[config.mk]
export PLATFORM = sky130hd
export DESIGN_NAME = acbx_exec
export DESIGN_NICKNAME = d
export VERILOG_FILES = /design/src/acbx_pkg.sv /design/src/acbx_alu.sv /design/src/acbx_exec.sv
export VERILOG_INCLUDE_DIRS = /design/src /design/src/src
export SDC_FILE = /design/constraint.sdc
export NUM_CORES = 1
export LEC_CHECK = 0
export ABC_CLOCK_PERIOD_IN_PS = 3000
export BUFFER_PORTS_ARGS = -buffer_cell sky130_fd_sc_hd__buf_2
export CORE_ASPECT_RATIO = 0.7
export CORE_MARGIN = 2
export CORE_UTILIZATION = 49
export CTS_BUF_LIST = sky130_fd_sc_hd__clkbuf_2 sky130_fd_sc_hd__clkbuf_4 sky130_fd_sc_hd__clkbuf_8
export DETAILED_ROUTE_END_ITERATION = 7
export PLACE_DENSITY = 0.75
export RECOVER_POWER = 50
export SYNTH_ARGS = -nofsm -noshare
export SYNTH_HDL_FRONTEND = slang
export SYNTH_HIERARCHICAL = 1
export SYNTH_SLANG_ARGS = --single-unit
[constraint.sdc]
create_clock -name mclk -period 3 [get_ports mclk]
set_input_delay 0.6 -clock mclk [delete_from_list [all_inputs] [get_ports mclk]]
set_output_delay 0.6 -clock mclk [all_outputs]
set_load 0.02 [all_outputs]
[src/acbx_params.svh]
// Constants for the add/and/branch-on-carry execution slice
`ifndef ACBX_PARAMS_SVH
`define ACBX_PARAMS_SVH

`define ACBX_HI_ADD_LIT 8'h0F
`define ACBX_HI_AND_LIT 8'h0B
`define ACBX_HI_BR_C 8'hE2
`define ACBX_TOP_ADD_REG 6'h09
`define ACBX_TOP_ADDC_REG 6'h08
`define ACBX_TOP_AND_REG 6'h05
`define ACBX_DEST_BIT 9
`define ACBX_BANK_BIT 8

`define ACBX_FLG_C 0
`define ACBX_FLG_DC 1
`define ACBX_FLG_Z 2
`define ACBX_FLG_OV 3
`define ACBX_FLG_N 4
`define ACBX_LOGIC_MASK 5'h14

`define ACBX_ACC_SPLIT 8'h80
`define ACBX_ACC_LO_BANK 4'h0
`define ACBX_ACC_HI_BANK 4'hF
`define ACBX_PC_STEP 32'h0000_0002

`define ACBX_REG_WORK 8'h00
`define ACBX_REG_FLAGS 8'h04
`define ACBX_REG_BANK 8'h08
`define ACBX_REG_PC 8'h0C
`define ACBX_REG_EXEC 8'h10
`define ACBX_EXEC_BUSY 0
`define ACBX_EXEC_TAKEN 1
`define ACBX_EXEC_UNK 2

`define ACBX_WORK_RST 8'h00
`define ACBX_FLAGS_RST 5'h00
`define ACBX_BANK_RST 4'h0
`define ACBX_PC_RST 32'h0000_0000
`define ACBX_RESP_OKAY 2'h0
`define ACBX_RESP_SLVERR 2'h2

`endif

[src/acbx_pkg.sv]
// Types for the add/and/branch-on-carry execution slice
package acbx_pkg;
  typedef enum logic [1:0] {
    ST_IDLE = 2'b00,
    ST_EXEC = 2'b01,
    ST_NOPC = 2'b10
  } acbx_state_t;
  typedef enum logic [1:0] {
    PH_Q1 = 2'b00,
    PH_Q2 = 2'b01,
    PH_Q3 = 2'b10,
    PH_Q4 = 2'b11
  } acbx_phase_t;
  typedef enum logic [2:0] {
    OP_NONE = 3'b000,
    OP_ADD_LITERAL = 3'b001,
    OP_ADD_REG = 3'b010,
    OP_ADD_REG_CARRY = 3'b011,
    OP_AND_LITERAL = 3'b100,
    OP_AND_REG = 3'b101,
    OP_BRANCH_ON_CARRY = 3'b110
  } acbx_op_t;
endpackage : acbx_pkg

[src/acbx_alu.sv]
// Eight-bit adder and AND unit with status flag generation
`timescale 1ns/1ps
`include "acbx_params.svh"
module acbx_alu (
  input wire logic [7:0] a,
  input wire logic [7:0] b,
  input wire logic cin,
  input wire logic is_and,
  output logic [7:0] res,
  output logic [4:0] flags
);
  wire [8:0] sum;
  wire [4:0] low_sum;
  assign sum = {1'b0, a} + {1'b0, b} + {8'h00, cin};
  assign low_sum = {1'b0, a[3:0]} + {1'b0, b[3:0]} + {4'h0, cin};
  assign res = is_and ? (a & b) : sum[7:0];

  always_comb begin
    flags = 5'h00;
    flags[`ACBX_FLG_C] = ~is_and & sum[8];
    flags[`ACBX_FLG_DC] = ~is_and & low_sum[4];
    // Signed overflow: like-signed operands giving a result of the other sign
    flags[`ACBX_FLG_OV] = ~is_and & (a[7] == b[7]) & (sum[7] != a[7]);
    flags[`ACBX_FLG_Z] = (res == 8'h00);
    flags[`ACBX_FLG_N] = res[7];
  end
endmodule : acbx_alu

[src/acbx_exec.sv]
// Execution slice: decode, four-phase sequencing, data memory access, AXI4-Lite registers
//
// Design decisions made here: register access over AXI4-Lite and the address map.
`timescale 1ns/1ps
`include "acbx_params.svh"
module acbx_exec #(
  parameter int PC_W = 21,
  parameter int ADDR_W = 8
) (
  input wire logic mclk,
  input wire logic nrst,
  input wire logic fetch_valid,
  input wire logic [15:0] fetch_instr,
  output logic fetch_ready,
  output logic [PC_W-1:0] pc_out,
  output logic pc_load,
  output acbx_pkg::acbx_phase_t phase,
  output logic [11:0] dmem_addr,
  output logic dmem_rd_en,
  input wire logic [7:0] dmem_rdata,
  output logic dmem_wr_en,
  output logic [7:0] dmem_wdata,
  input wire logic s_axi_awvalid,
  output logic s_axi_awready,
  input wire logic [ADDR_W-1:0] s_axi_awaddr,
  input wire logic s_axi_wvalid,
  output logic s_axi_wready,
  input wire logic [31:0] s_axi_wdata,
  input wire logic [3:0] s_axi_wstrb,
  output logic s_axi_bvalid,
  input wire logic s_axi_bready,
  output logic [1:0] s_axi_bresp,
  input wire logic s_axi_arvalid,
  output logic s_axi_arready,
  input wire logic [ADDR_W-1:0] s_axi_araddr,
  output logic s_axi_rvalid,
  input wire logic s_axi_rready,
  output logic [31:0] s_axi_rdata,
  output logic [1:0] s_axi_rresp
);
  import acbx_pkg::*;

  function automatic acbx_op_t decode_op(input logic [15:0] iw);
    acbx_op_t op;
    op = OP_NONE;
    if (iw[15:8] == `ACBX_HI_ADD_LIT) op = OP_ADD_LITERAL;
    else if (iw[15:8] == `ACBX_HI_AND_LIT) op = OP_AND_LITERAL;
    else if (iw[15:8] == `ACBX_HI_BR_C) op = OP_BRANCH_ON_CARRY;
    else if (iw[15:10] == `ACBX_TOP_ADD_REG) op = OP_ADD_REG;
    else if (iw[15:10] == `ACBX_TOP_ADDC_REG) op = OP_ADD_REG_CARRY;
    else if (iw[15:10] == `ACBX_TOP_AND_REG) op = OP_AND_REG;
    return op;
  endfunction : decode_op

  function automatic logic is_reg_op(input acbx_op_t op);
    return (op == OP_ADD_REG) || (op == OP_ADD_REG_CARRY) || (op == OP_AND_REG);
  endfunction : is_reg_op

  function automatic logic is_and_op(input acbx_op_t op);
    return (op == OP_AND_LITERAL) || (op == OP_AND_REG);
  endfunction : is_and_op

  function automatic logic [31:0] merge_strb(input logic [31:0] old, input logic [31:0] nw,
                                             input logic [3:0] strb);
    logic [31:0] r;
    r = old;
    for (int i = 0; i < 4; i++) begin
      if (strb[i]) r[i*8 +: 8] = nw[i*8 +: 8];
    end
    return r;
  endfunction : merge_strb

  acbx_state_t state_ff;
  acbx_phase_t phase_ff;
  acbx_op_t op_ff;
  logic [15:0] ir_ff;
  logic [7:0] work_ff;
  logic [4:0] flags_ff;
  logic [3:0] bank_ff;
  logic [PC_W-1:0] pc_ff;
  logic [PC_W-1:0] tgt_ff;
  logic [7:0] res_ff;
  logic [4:0] rflags_ff;
  logic taken_ff;
  logic last_taken_ff;
  logic unk_ff;
  logic fetch_ready_ff;
  logic pc_load_ff;
  logic [11:0] dmem_addr_ff;
  logic dmem_rd_en_ff;
  logic dmem_wr_en_ff;
  logic [7:0] dmem_wdata_ff;
  logic awready_ff;
  logic wready_ff;
  logic bvalid_ff;
  logic [1:0] bresp_ff;
  logic arready_ff;
  logic rvalid_ff;
  logic [31:0] rdata_ff;
  logic [1:0] rresp_ff;
  logic [ADDR_W-1:0] awaddr_ff;
  logic [31:0] wdata_ff;
  logic [3:0] wstrb_ff;
  logic aw_held_ff;
  logic w_held_ff;

  wire take = fetch_valid & fetch_ready_ff;
  wire in_exec = (state_ff == ST_EXEC);
  wire at_q1 = in_exec & (phase_ff == PH_Q1);
  wire at_q3 = in_exec & (phase_ff == PH_Q3);
  wire at_q4 = in_exec & (phase_ff == PH_Q4);
  wire dest_file = ir_ff[`ACBX_DEST_BIT];
  wire [7:0] file_addr = ir_ff[7:0];
  // Access bank splits the 8-bit field between a low and a high bank
  wire [3:0] acc_bank = (file_addr < `ACBX_ACC_SPLIT) ? `ACBX_ACC_LO_BANK : `ACBX_ACC_HI_BANK;
  wire [3:0] use_bank = ir_ff[`ACBX_BANK_BIT] ? bank_ff : acc_bank;
  wire [11:0] data_addr = {use_bank, file_addr};
  wire [7:0] operand_b = is_reg_op(op_ff) ? dmem_rdata : ir_ff[7:0];
  wire carry_in = (op_ff == OP_ADD_REG_CARRY) & flags_ff[`ACBX_FLG_C];
  wire [7:0] alu_res;
  wire [4:0] alu_flags;
  wire [PC_W-1:0] off2 = PC_W'({{(PC_W-8){ir_ff[7]}}, ir_ff[7:0]}) <<< 1;
  wire [PC_W-1:0] br_target = pc_ff + off2;
  wire [4:0] logic_flags = (flags_ff & ~`ACBX_LOGIC_MASK) | (rflags_ff & `ACBX_LOGIC_MASK);

  acbx_alu u_alu (
    .a(work_ff),
    .b(operand_b),
    .cin(carry_in),
    .is_and(is_and_op(op_ff)),
    .res(alu_res),
    .flags(alu_flags)
  );

  // Register writes are refused while an instruction is in flight,
  // so software never races the core on shared state
  wire wr_fire = aw_held_ff & w_held_ff & ~bvalid_ff;
  wire sw_ok = (state_ff == ST_IDLE);
  wire hit_work = (awaddr_ff == ADDR_W'(`ACBX_REG_WORK));
  wire hit_flags = (awaddr_ff == ADDR_W'(`ACBX_REG_FLAGS));
  wire hit_bank = (awaddr_ff == ADDR_W'(`ACBX_REG_BANK));
  wire hit_pc = (awaddr_ff == ADDR_W'(`ACBX_REG_PC));
  wire hit_exec = (awaddr_ff == ADDR_W'(`ACBX_REG_EXEC));
  wire wr_map = hit_work | hit_flags | hit_bank | hit_pc | hit_exec;
  wire wr_do = wr_fire & wr_map & sw_ok;
  wire [31:0] wmerged_work = merge_strb({24'h000000, work_ff}, wdata_ff, wstrb_ff);
  wire [31:0] wmerged_flags = merge_strb({27'h0, flags_ff}, wdata_ff, wstrb_ff);
  wire [31:0] wmerged_bank = merge_strb({28'h0, bank_ff}, wdata_ff, wstrb_ff);
  wire [31:0] wmerged_pc = merge_strb(32'(pc_ff), wdata_ff, wstrb_ff);
  wire unk_clr = wr_do & hit_exec & wstrb_ff[0] & wdata_ff[`ACBX_EXEC_UNK];
  wire unk_set = at_q1 & (op_ff == OP_NONE);
  wire [31:0] exec_word = {29'h0, unk_ff, last_taken_ff, ~sw_ok};
  wire ar_take = s_axi_arvalid & arready_ff;
  wire ar_map = (s_axi_araddr == ADDR_W'(`ACBX_REG_WORK)) |
                (s_axi_araddr == ADDR_W'(`ACBX_REG_FLAGS)) |
                (s_axi_araddr == ADDR_W'(`ACBX_REG_BANK)) |
                (s_axi_araddr == ADDR_W'(`ACBX_REG_PC)) |
                (s_axi_araddr == ADDR_W'(`ACBX_REG_EXEC));
  wire [31:0] rd_mux =
    (s_axi_araddr == ADDR_W'(`ACBX_REG_WORK)) ? {24'h000000, work_ff} :
    (s_axi_araddr == ADDR_W'(`ACBX_REG_FLAGS)) ? {27'h0, flags_ff} :
    (s_axi_araddr == ADDR_W'(`ACBX_REG_BANK)) ? {28'h0, bank_ff} :
    (s_axi_araddr == ADDR_W'(`ACBX_REG_PC)) ? 32'(pc_ff) :
    (s_axi_araddr == ADDR_W'(`ACBX_REG_EXEC)) ? exec_word : 32'h0000_0000;

  // Sequencer: one idle cycle to accept, then Q1..Q4, plus Q1..Q4 of no-op after a jump
  always_ff @(posedge mclk) begin
    if (!nrst) begin
      state_ff <= ST_IDLE;
      phase_ff <= PH_Q1;
      op_ff <= OP_NONE;
      ir_ff <= 16'h0000;
      fetch_ready_ff <= 1'b1;
    end else begin
      case (state_ff)
        ST_IDLE: begin
          if (take) begin
            ir_ff <= fetch_instr;
            op_ff <= decode_op(fetch_instr);
            state_ff <= ST_EXEC;
            phase_ff <= PH_Q1;
            fetch_ready_ff <= 1'b0;
          end
        end
        ST_EXEC: begin
          phase_ff <= acbx_phase_t'(phase_ff + 2'b01);
          if (phase_ff == PH_Q4) begin
            state_ff <= taken_ff ? ST_NOPC : ST_IDLE;
            fetch_ready_ff <= ~taken_ff;
          end
        end
        ST_NOPC: begin
          phase_ff <= acbx_phase_t'(phase_ff + 2'b01);
          if (phase_ff == PH_Q4) begin
            state_ff <= ST_IDLE;
            fetch_ready_ff <= 1'b1;
          end
        end
        default: begin
          state_ff <= ST_IDLE;
          fetch_ready_ff <= 1'b1;
        end
      endcase
    end
  end

  // Data memory port: read issued in Q2, write-back held during Q4
  always_ff @(posedge mclk) begin
    if (!nrst) begin
      dmem_addr_ff <= 12'h000;
      dmem_rd_en_ff <= 1'b0;
      dmem_wr_en_ff <= 1'b0;
      dmem_wdata_ff <= 8'h00;
    end else begin
      dmem_rd_en_ff <= at_q1 & is_reg_op(op_ff);
      dmem_wr_en_ff <= at_q3 & is_reg_op(op_ff) & dest_file;
      if (at_q1) dmem_addr_ff <= data_addr;
      if (at_q3) dmem_wdata_ff <= alu_res;
    end
  end

  // Q3 processing result and branch decision
  always_ff @(posedge mclk) begin
    if (!nrst) begin
      res_ff <= 8'h00;
      rflags_ff <= 5'h00;
      taken_ff <= 1'b0;
      tgt_ff <= '0;
      pc_load_ff <= 1'b0;
    end else begin
      if (at_q3) begin
        res_ff <= alu_res;
        rflags_ff <= alu_flags;
        tgt_ff <= br_target;
      end
      if (state_ff == ST_IDLE) taken_ff <= 1'b0;
      else if (at_q3) taken_ff <= (op_ff == OP_BRANCH_ON_CARRY) & flags_ff[`ACBX_FLG_C];
      pc_load_ff <= at_q3 & (op_ff == OP_BRANCH_ON_CARRY) & flags_ff[`ACBX_FLG_C];
    end
  end

  // Architectural state: core write-back at the end of Q4, software only when idle
  always_ff @(posedge mclk) begin
    if (!nrst) begin
      work_ff <= `ACBX_WORK_RST;
      flags_ff <= `ACBX_FLAGS_RST;
      bank_ff <= `ACBX_BANK_RST;
      pc_ff <= PC_W'(`ACBX_PC_RST);
      last_taken_ff <= 1'b0;
      unk_ff <= 1'b0;
    end else begin
      if (at_q1) pc_ff <= pc_ff + PC_W'(`ACBX_PC_STEP);
      else if (pc_load_ff) pc_ff <= tgt_ff;
      else if (wr_do & hit_pc) pc_ff <= wmerged_pc[PC_W-1:0];
      if (at_q4 && op_ff != OP_NONE && op_ff != OP_BRANCH_ON_CARRY) begin
        if (!is_reg_op(op_ff) || !dest_file) work_ff <= res_ff;
        flags_ff <= is_and_op(op_ff) ? logic_flags : rflags_ff;
      end else begin
        if (wr_do & hit_work) work_ff <= wmerged_work[7:0];
        if (wr_do & hit_flags) flags_ff <= wmerged_flags[4:0];
      end
      if (wr_do & hit_bank) bank_ff <= wmerged_bank[3:0];
      if (at_q4) last_taken_ff <= taken_ff;
      // A new unknown opcode wins over a clear in the same cycle
      if (unk_set) unk_ff <= 1'b1;
      else if (unk_clr) unk_ff <= 1'b0;
    end
  end

  // AXI4-Lite write channel: address and data taken in any order
  always_ff @(posedge mclk) begin
    if (!nrst) begin
      awready_ff <= 1'b1;
      wready_ff <= 1'b1;
      aw_held_ff <= 1'b0;
      w_held_ff <= 1'b0;
      awaddr_ff <= '0;
      wdata_ff <= 32'h0000_0000;
      wstrb_ff <= 4'h0;
      bvalid_ff <= 1'b0;
      bresp_ff <= `ACBX_RESP_OKAY;
    end else begin
      if (s_axi_awvalid && awready_ff) begin
        awaddr_ff <= s_axi_awaddr;
        aw_held_ff <= 1'b1;
        awready_ff <= 1'b0;
      end
      if (s_axi_wvalid && wready_ff) begin
        wdata_ff <= s_axi_wdata;
        wstrb_ff <= s_axi_wstrb;
        w_held_ff <= 1'b1;
        wready_ff <= 1'b0;
      end
      if (wr_fire) begin
        bvalid_ff <= 1'b1;
        bresp_ff <= (wr_map && sw_ok) ? `ACBX_RESP_OKAY : `ACBX_RESP_SLVERR;
        aw_held_ff <= 1'b0;
        w_held_ff <= 1'b0;
      end
      if (bvalid_ff && s_axi_bready) begin
        bvalid_ff <= 1'b0;
        awready_ff <= 1'b1;
        wready_ff <= 1'b1;
      end
    end
  end

  // AXI4-Lite read channel: data one cycle after the address is taken
  always_ff @(posedge mclk) begin
    if (!nrst) begin
      arready_ff <= 1'b1;
      rvalid_ff <= 1'b0;
      rdata_ff <= 32'h0000_0000;
      rresp_ff <= `ACBX_RESP_OKAY;
    end else begin
      if (ar_take) begin
        arready_ff <= 1'b0;
        rvalid_ff <= 1'b1;
        rdata_ff <= rd_mux;
        rresp_ff <= ar_map ? `ACBX_RESP_OKAY : `ACBX_RESP_SLVERR;
      end else if (rvalid_ff && s_axi_rready) begin
        rvalid_ff <= 1'b0;
        arready_ff <= 1'b1;
      end
    end
  end

  assign fetch_ready = fetch_ready_ff;
  assign pc_out = pc_ff;
  assign pc_load = pc_load_ff;
  assign phase = phase_ff;
  assign dmem_addr = dmem_addr_ff;
  assign dmem_rd_en = dmem_rd_en_ff;
  assign dmem_wr_en = dmem_wr_en_ff;
  assign dmem_wdata = dmem_wdata_ff;
  assign s_axi_awready = awready_ff;
  assign s_axi_wready = wready_ff;
  assign s_axi_bvalid = bvalid_ff;
  assign s_axi_bresp = bresp_ff;
  assign s_axi_arready = arready_ff;
  assign s_axi_rvalid = rvalid_ff;
  assign s_axi_rdata = rdata_ff;
  assign s_axi_rresp = rresp_ff;
endmodule : acbx_exec

==> out/qor.yml <==
outcome: "finished, violations left"
failed_checks: "capacitance limit, slew limit"
cts.hold.buffers_added: 0
synth-seq-cells: 170
drt.antenna.violating_nets: 0
route.final.wire_length_mm: 26.8
slew_headroom: -0.323
drt_pre_antenna_iters: 8
synth_ff_type: "dfxtp_1"
synthArstFlopShare: 0
cp-start-kind: "flip-flop"
finalWeightedCongestion: 0.980
antenna_cells: 0
tritoncts_buffers: 17
synth_warnings: 6
cts_num_sinks: 170
clk_pin_slew_ps: 100
place_hpwl_mm: 19.6
worst_ep_arrival_time_ps: 3240
num-nets-final: 1396
crit_fanout: 3
worst_ir_drop_vdd_uv: 335
detailedRoute.firstIterationViolations: 828
drv.max_cap_violation_count: 1
clock-skew-final_ps: 12.6
vias: 8677
timing.hold.worst.start: "s_axi_wvalid"
grt_overflow_total: 0
rr_worst_depth: 14
ys_types: 74
total_switching_power_uw: 1670
number_of_antenna_violations_at_the_first_check_in_global_routing: 0
power.share.sequential: 0.482
grt_start_max_net_pins: 57
tritoncts_clock_tree: "yes"
placeableCoreArea_mm2: 0.0180
nFillCells: 1704
comb_power_share: 0.187
seq_area_frac_synth: 0.380
rr_startpoint: "op_ff[2]"
netlist.top_cell.by_area: "dfxtp_1"
grt_usage: 0.278
instance_area_after_placement_mm2: 0.00997
final_std_cells_w_o_fill: 1524
detail_route.wl_per_cell_um: 17.6
setup_viol: 0
ctsLongestPathBuffers: 2
i_o_pin_cnt: 172
dp_cell_count: 1488
synth.cell_area_mm2: 0.00895
finalHoldViolations: 0
clock_insertion_delay_worst_skew_ps: 490
setup.reg_to_reg.worst_slack_ps: 180
vias_in_the_first_global_route: 7750
drc_errors: 0
min_path_cells: 2
cp-end-kind: "flip-flop"
final_design_area_no_fill_mm2: 0.0104
fmaxAchievable_mhz: 355
finalCriticalPeriod_ps: 2820
synth_area_per_cell_um2: 7.90
worstReg2RegEnd: "rflags_ff[2]"
die_area_mm2: 0.0194
p_leak_uw: 0.00410
std_cell_rows: 41
drive_above_1_share: 0.155
finalHoldWorstSlack_ps: 337
clockPowerShare: 0.331
worstMarginPinSlew_ps: 1980
worst_hold_path.endpoint: "s_axi_wready"
holdCritPathClass: "input port to flip-flop"
floorplan.die.height_um: 117
pwr_dens_mw_per_mm2: 493
cts.root.buffer_cell: "clkbuf_8"
synthCells: 1133
slew_viol_final: 57
post-synth-top-area-fraction: 0.380
post_synth_main_area_contributors: "dfxtp_1 (38%), nand2_1 (8.6%), a21oi_1 (7.9%), ha_1 (4.8%), mux2i_1 (3.6%)"
switching_power_share_of_the_total: 0.326
floorplan.initialDensity: 0.499
period_share: 0.939
buffer_ports.inserted: 146
synth_edf_count: 0
avgViaCountPerCell: 5.69
power.internal_uw: 3450
area_delta_synth_final_pct: 15.8
htreeDepth: 4
grt_pass1_wl_mm: 41.4
die_width_um: 166
crit_type: "flip-flop to flip-flop"
worst_ep_required_time_ps: 3430
==> cell usage after synthesis (6+ instances only) <==
library cell and n:
buf_4 15, ha_1 34, nor3_1 21, nand3_1 37, a31oi_1 15, a21o_1 16
and3_1 12, nand4b_1 6, clkbuf_1 49, nand2_1 205, nor2_1 84, a22oi_1 24
buf_1 6, and2_1 8, xnor2_1 9, o211ai_1 6, a21oi_1 141, o22ai_1 8
a211oi_1 19, nand4_1 7, nor2b_1 14, o21ai_0 61, mux2i_1 32, xor2_1 6
inv_1 31, mux2_2 9, dfxtp_1 170, nor3b_1 6
==> timing repair <==
item                                    4_1_cts  5_1_grt
gates cloned                                  0        1
resized for setup                             3       10
setup buffers                                 0        3
pin swaps                                     1        6
endpoints found under the setup margin        3        7
endpoints found under the hold margin         0        0
==> kinds of logic (layout without fill, tap and decap cells) <==
logic type               after synthesis  count (layout)  share of synthesized area
AO/OA/AOI/OAI                        331             331                      0.226
XOR/XNOR                              15              15                     0.0147
adder cells (fa/ha/maj)               37              37                     0.0542
buffers and inverters                107             250                     0.0527
flip-flops                           170             170                      0.380
multiplexers                          42              42                     0.0496
other                                  1              13                   0.000419
AND/OR/NAND/NOR                      430             430                      0.222
==> how the worst max path moves through the flow <==
stage | start | end | slack [ps] | cells past startpoint
floorplan | op_ff[1] | rflags_ff[2] | 20 | 15
global placement | op_ff[1] | rflags_ff[2] | 20 | 14
detailed placement | op_ff[1] | rflags_ff[2] | -70 | 14
CTS | op_ff[1] | res_ff[7] | 1 | 13
global route | op_ff[2] | res_ff[7] | -5 | 13
finish | op_ff[2] | rflags_ff[2] | 180 | 14
==> metrics by stage <==
step                      TNS [ps]  setup slack, ps  power (µW)   util
final                            0              184        5110  0.577
after detailed placement      -161            -69.8        3450  0.555
after floorplan                  0             20.1        3110      -
after global routing         -8.48            -5.20        5350  0.577
after CTS                        0            0.985        5110  0.578
after global placement           0             20.7        3430  0.555
==> power by group through the flow <==
| stage | registers [µW] | clock network, µW | logic (µW) |
|---|---|---|---|
| after floorplan | 2530 | 0 | 590 |
| after global placement | 2510 | 0 | 921 |
| after detailed placement | 2510 | 0 | 938 |
| after CTS | 2460 | 1710 | 944 |
| after global routing | 2470 | 1820 | 1050 |
| final | 2460 | 1690 | 955 |
==> worst max-delay path, cell delays in order (launching register included) <==
cell      delay, ps
dfxtp_2         350
nor2b_4         130
a21o_4          230
mux2_2          240
inv_1            50
fa_2            360
fa_2            380
nor2b_4         140
o31ai_2          80
a21o_1          180
o311ai_1        110
a31oi_1         170
nor3_1          160
nand2_1          70
a21oi_1         120
==> sequential cells by signal, summed over array words and instances (netlist names), 2 cells and up <==
signal	count
awaddr_ff	8
bank_ff	4
dmem_addr	12
flags_ff	5
ir_ff	10
op_ff	3
pc_out	21
phase	2
res_ff	8
rflags_ff	5
s_axi_rdata	21
state_ff	2
tgt_ff	21
wdata_ff	21
work_ff	8
wstrb_ff	3
==> placed cells by master, fill, tap and decap left out, types with 14 or more instances in the layout <==
cell / n
a21oi_1: 140
clkbuf_8: 17
a31oi_1: 14
dfxtp_1: 168
buf_2: 87
buf_4: 35
nand2_1: 205
a22oi_1: 24
nor2_1: 84
clkbuf_1: 60
nor3_1: 21
inv_1: 31
nand3_1: 37
a21o_1: 15
o21ai_0: 61
mux2i_1: 32
ha_1: 34
a211oi_1: 19
==> metal layers <==
| metal | global-route usage | up-vias | share of wire |
|---|---|---|---|
| met1 | 0.412 | 3973 | 0.48 |
| met3 | 0.0786 | 40 | 0.10 |
| met2 | 0.395 | 376 | 0.40 |
| met4 | 0.0713 | 0 | 0.017 |
| met5 | 0 | - | 0 |
| li1 | - | 4288 | - |
==> layout make-up <==
class	count	area, µm²	area share
Clock inverter	14	159	0.0153
Timing Repair Buffer	187	970	0.0936
Clock buffer	18	241	0.0233
Inverter	31	116	0.0112
Sequential cell	170	3410	0.329
Multi-Input combinational cell	868	5170	0.499
Tap cell	236	295	0.0285
Power figures use the tool's default switching activity.
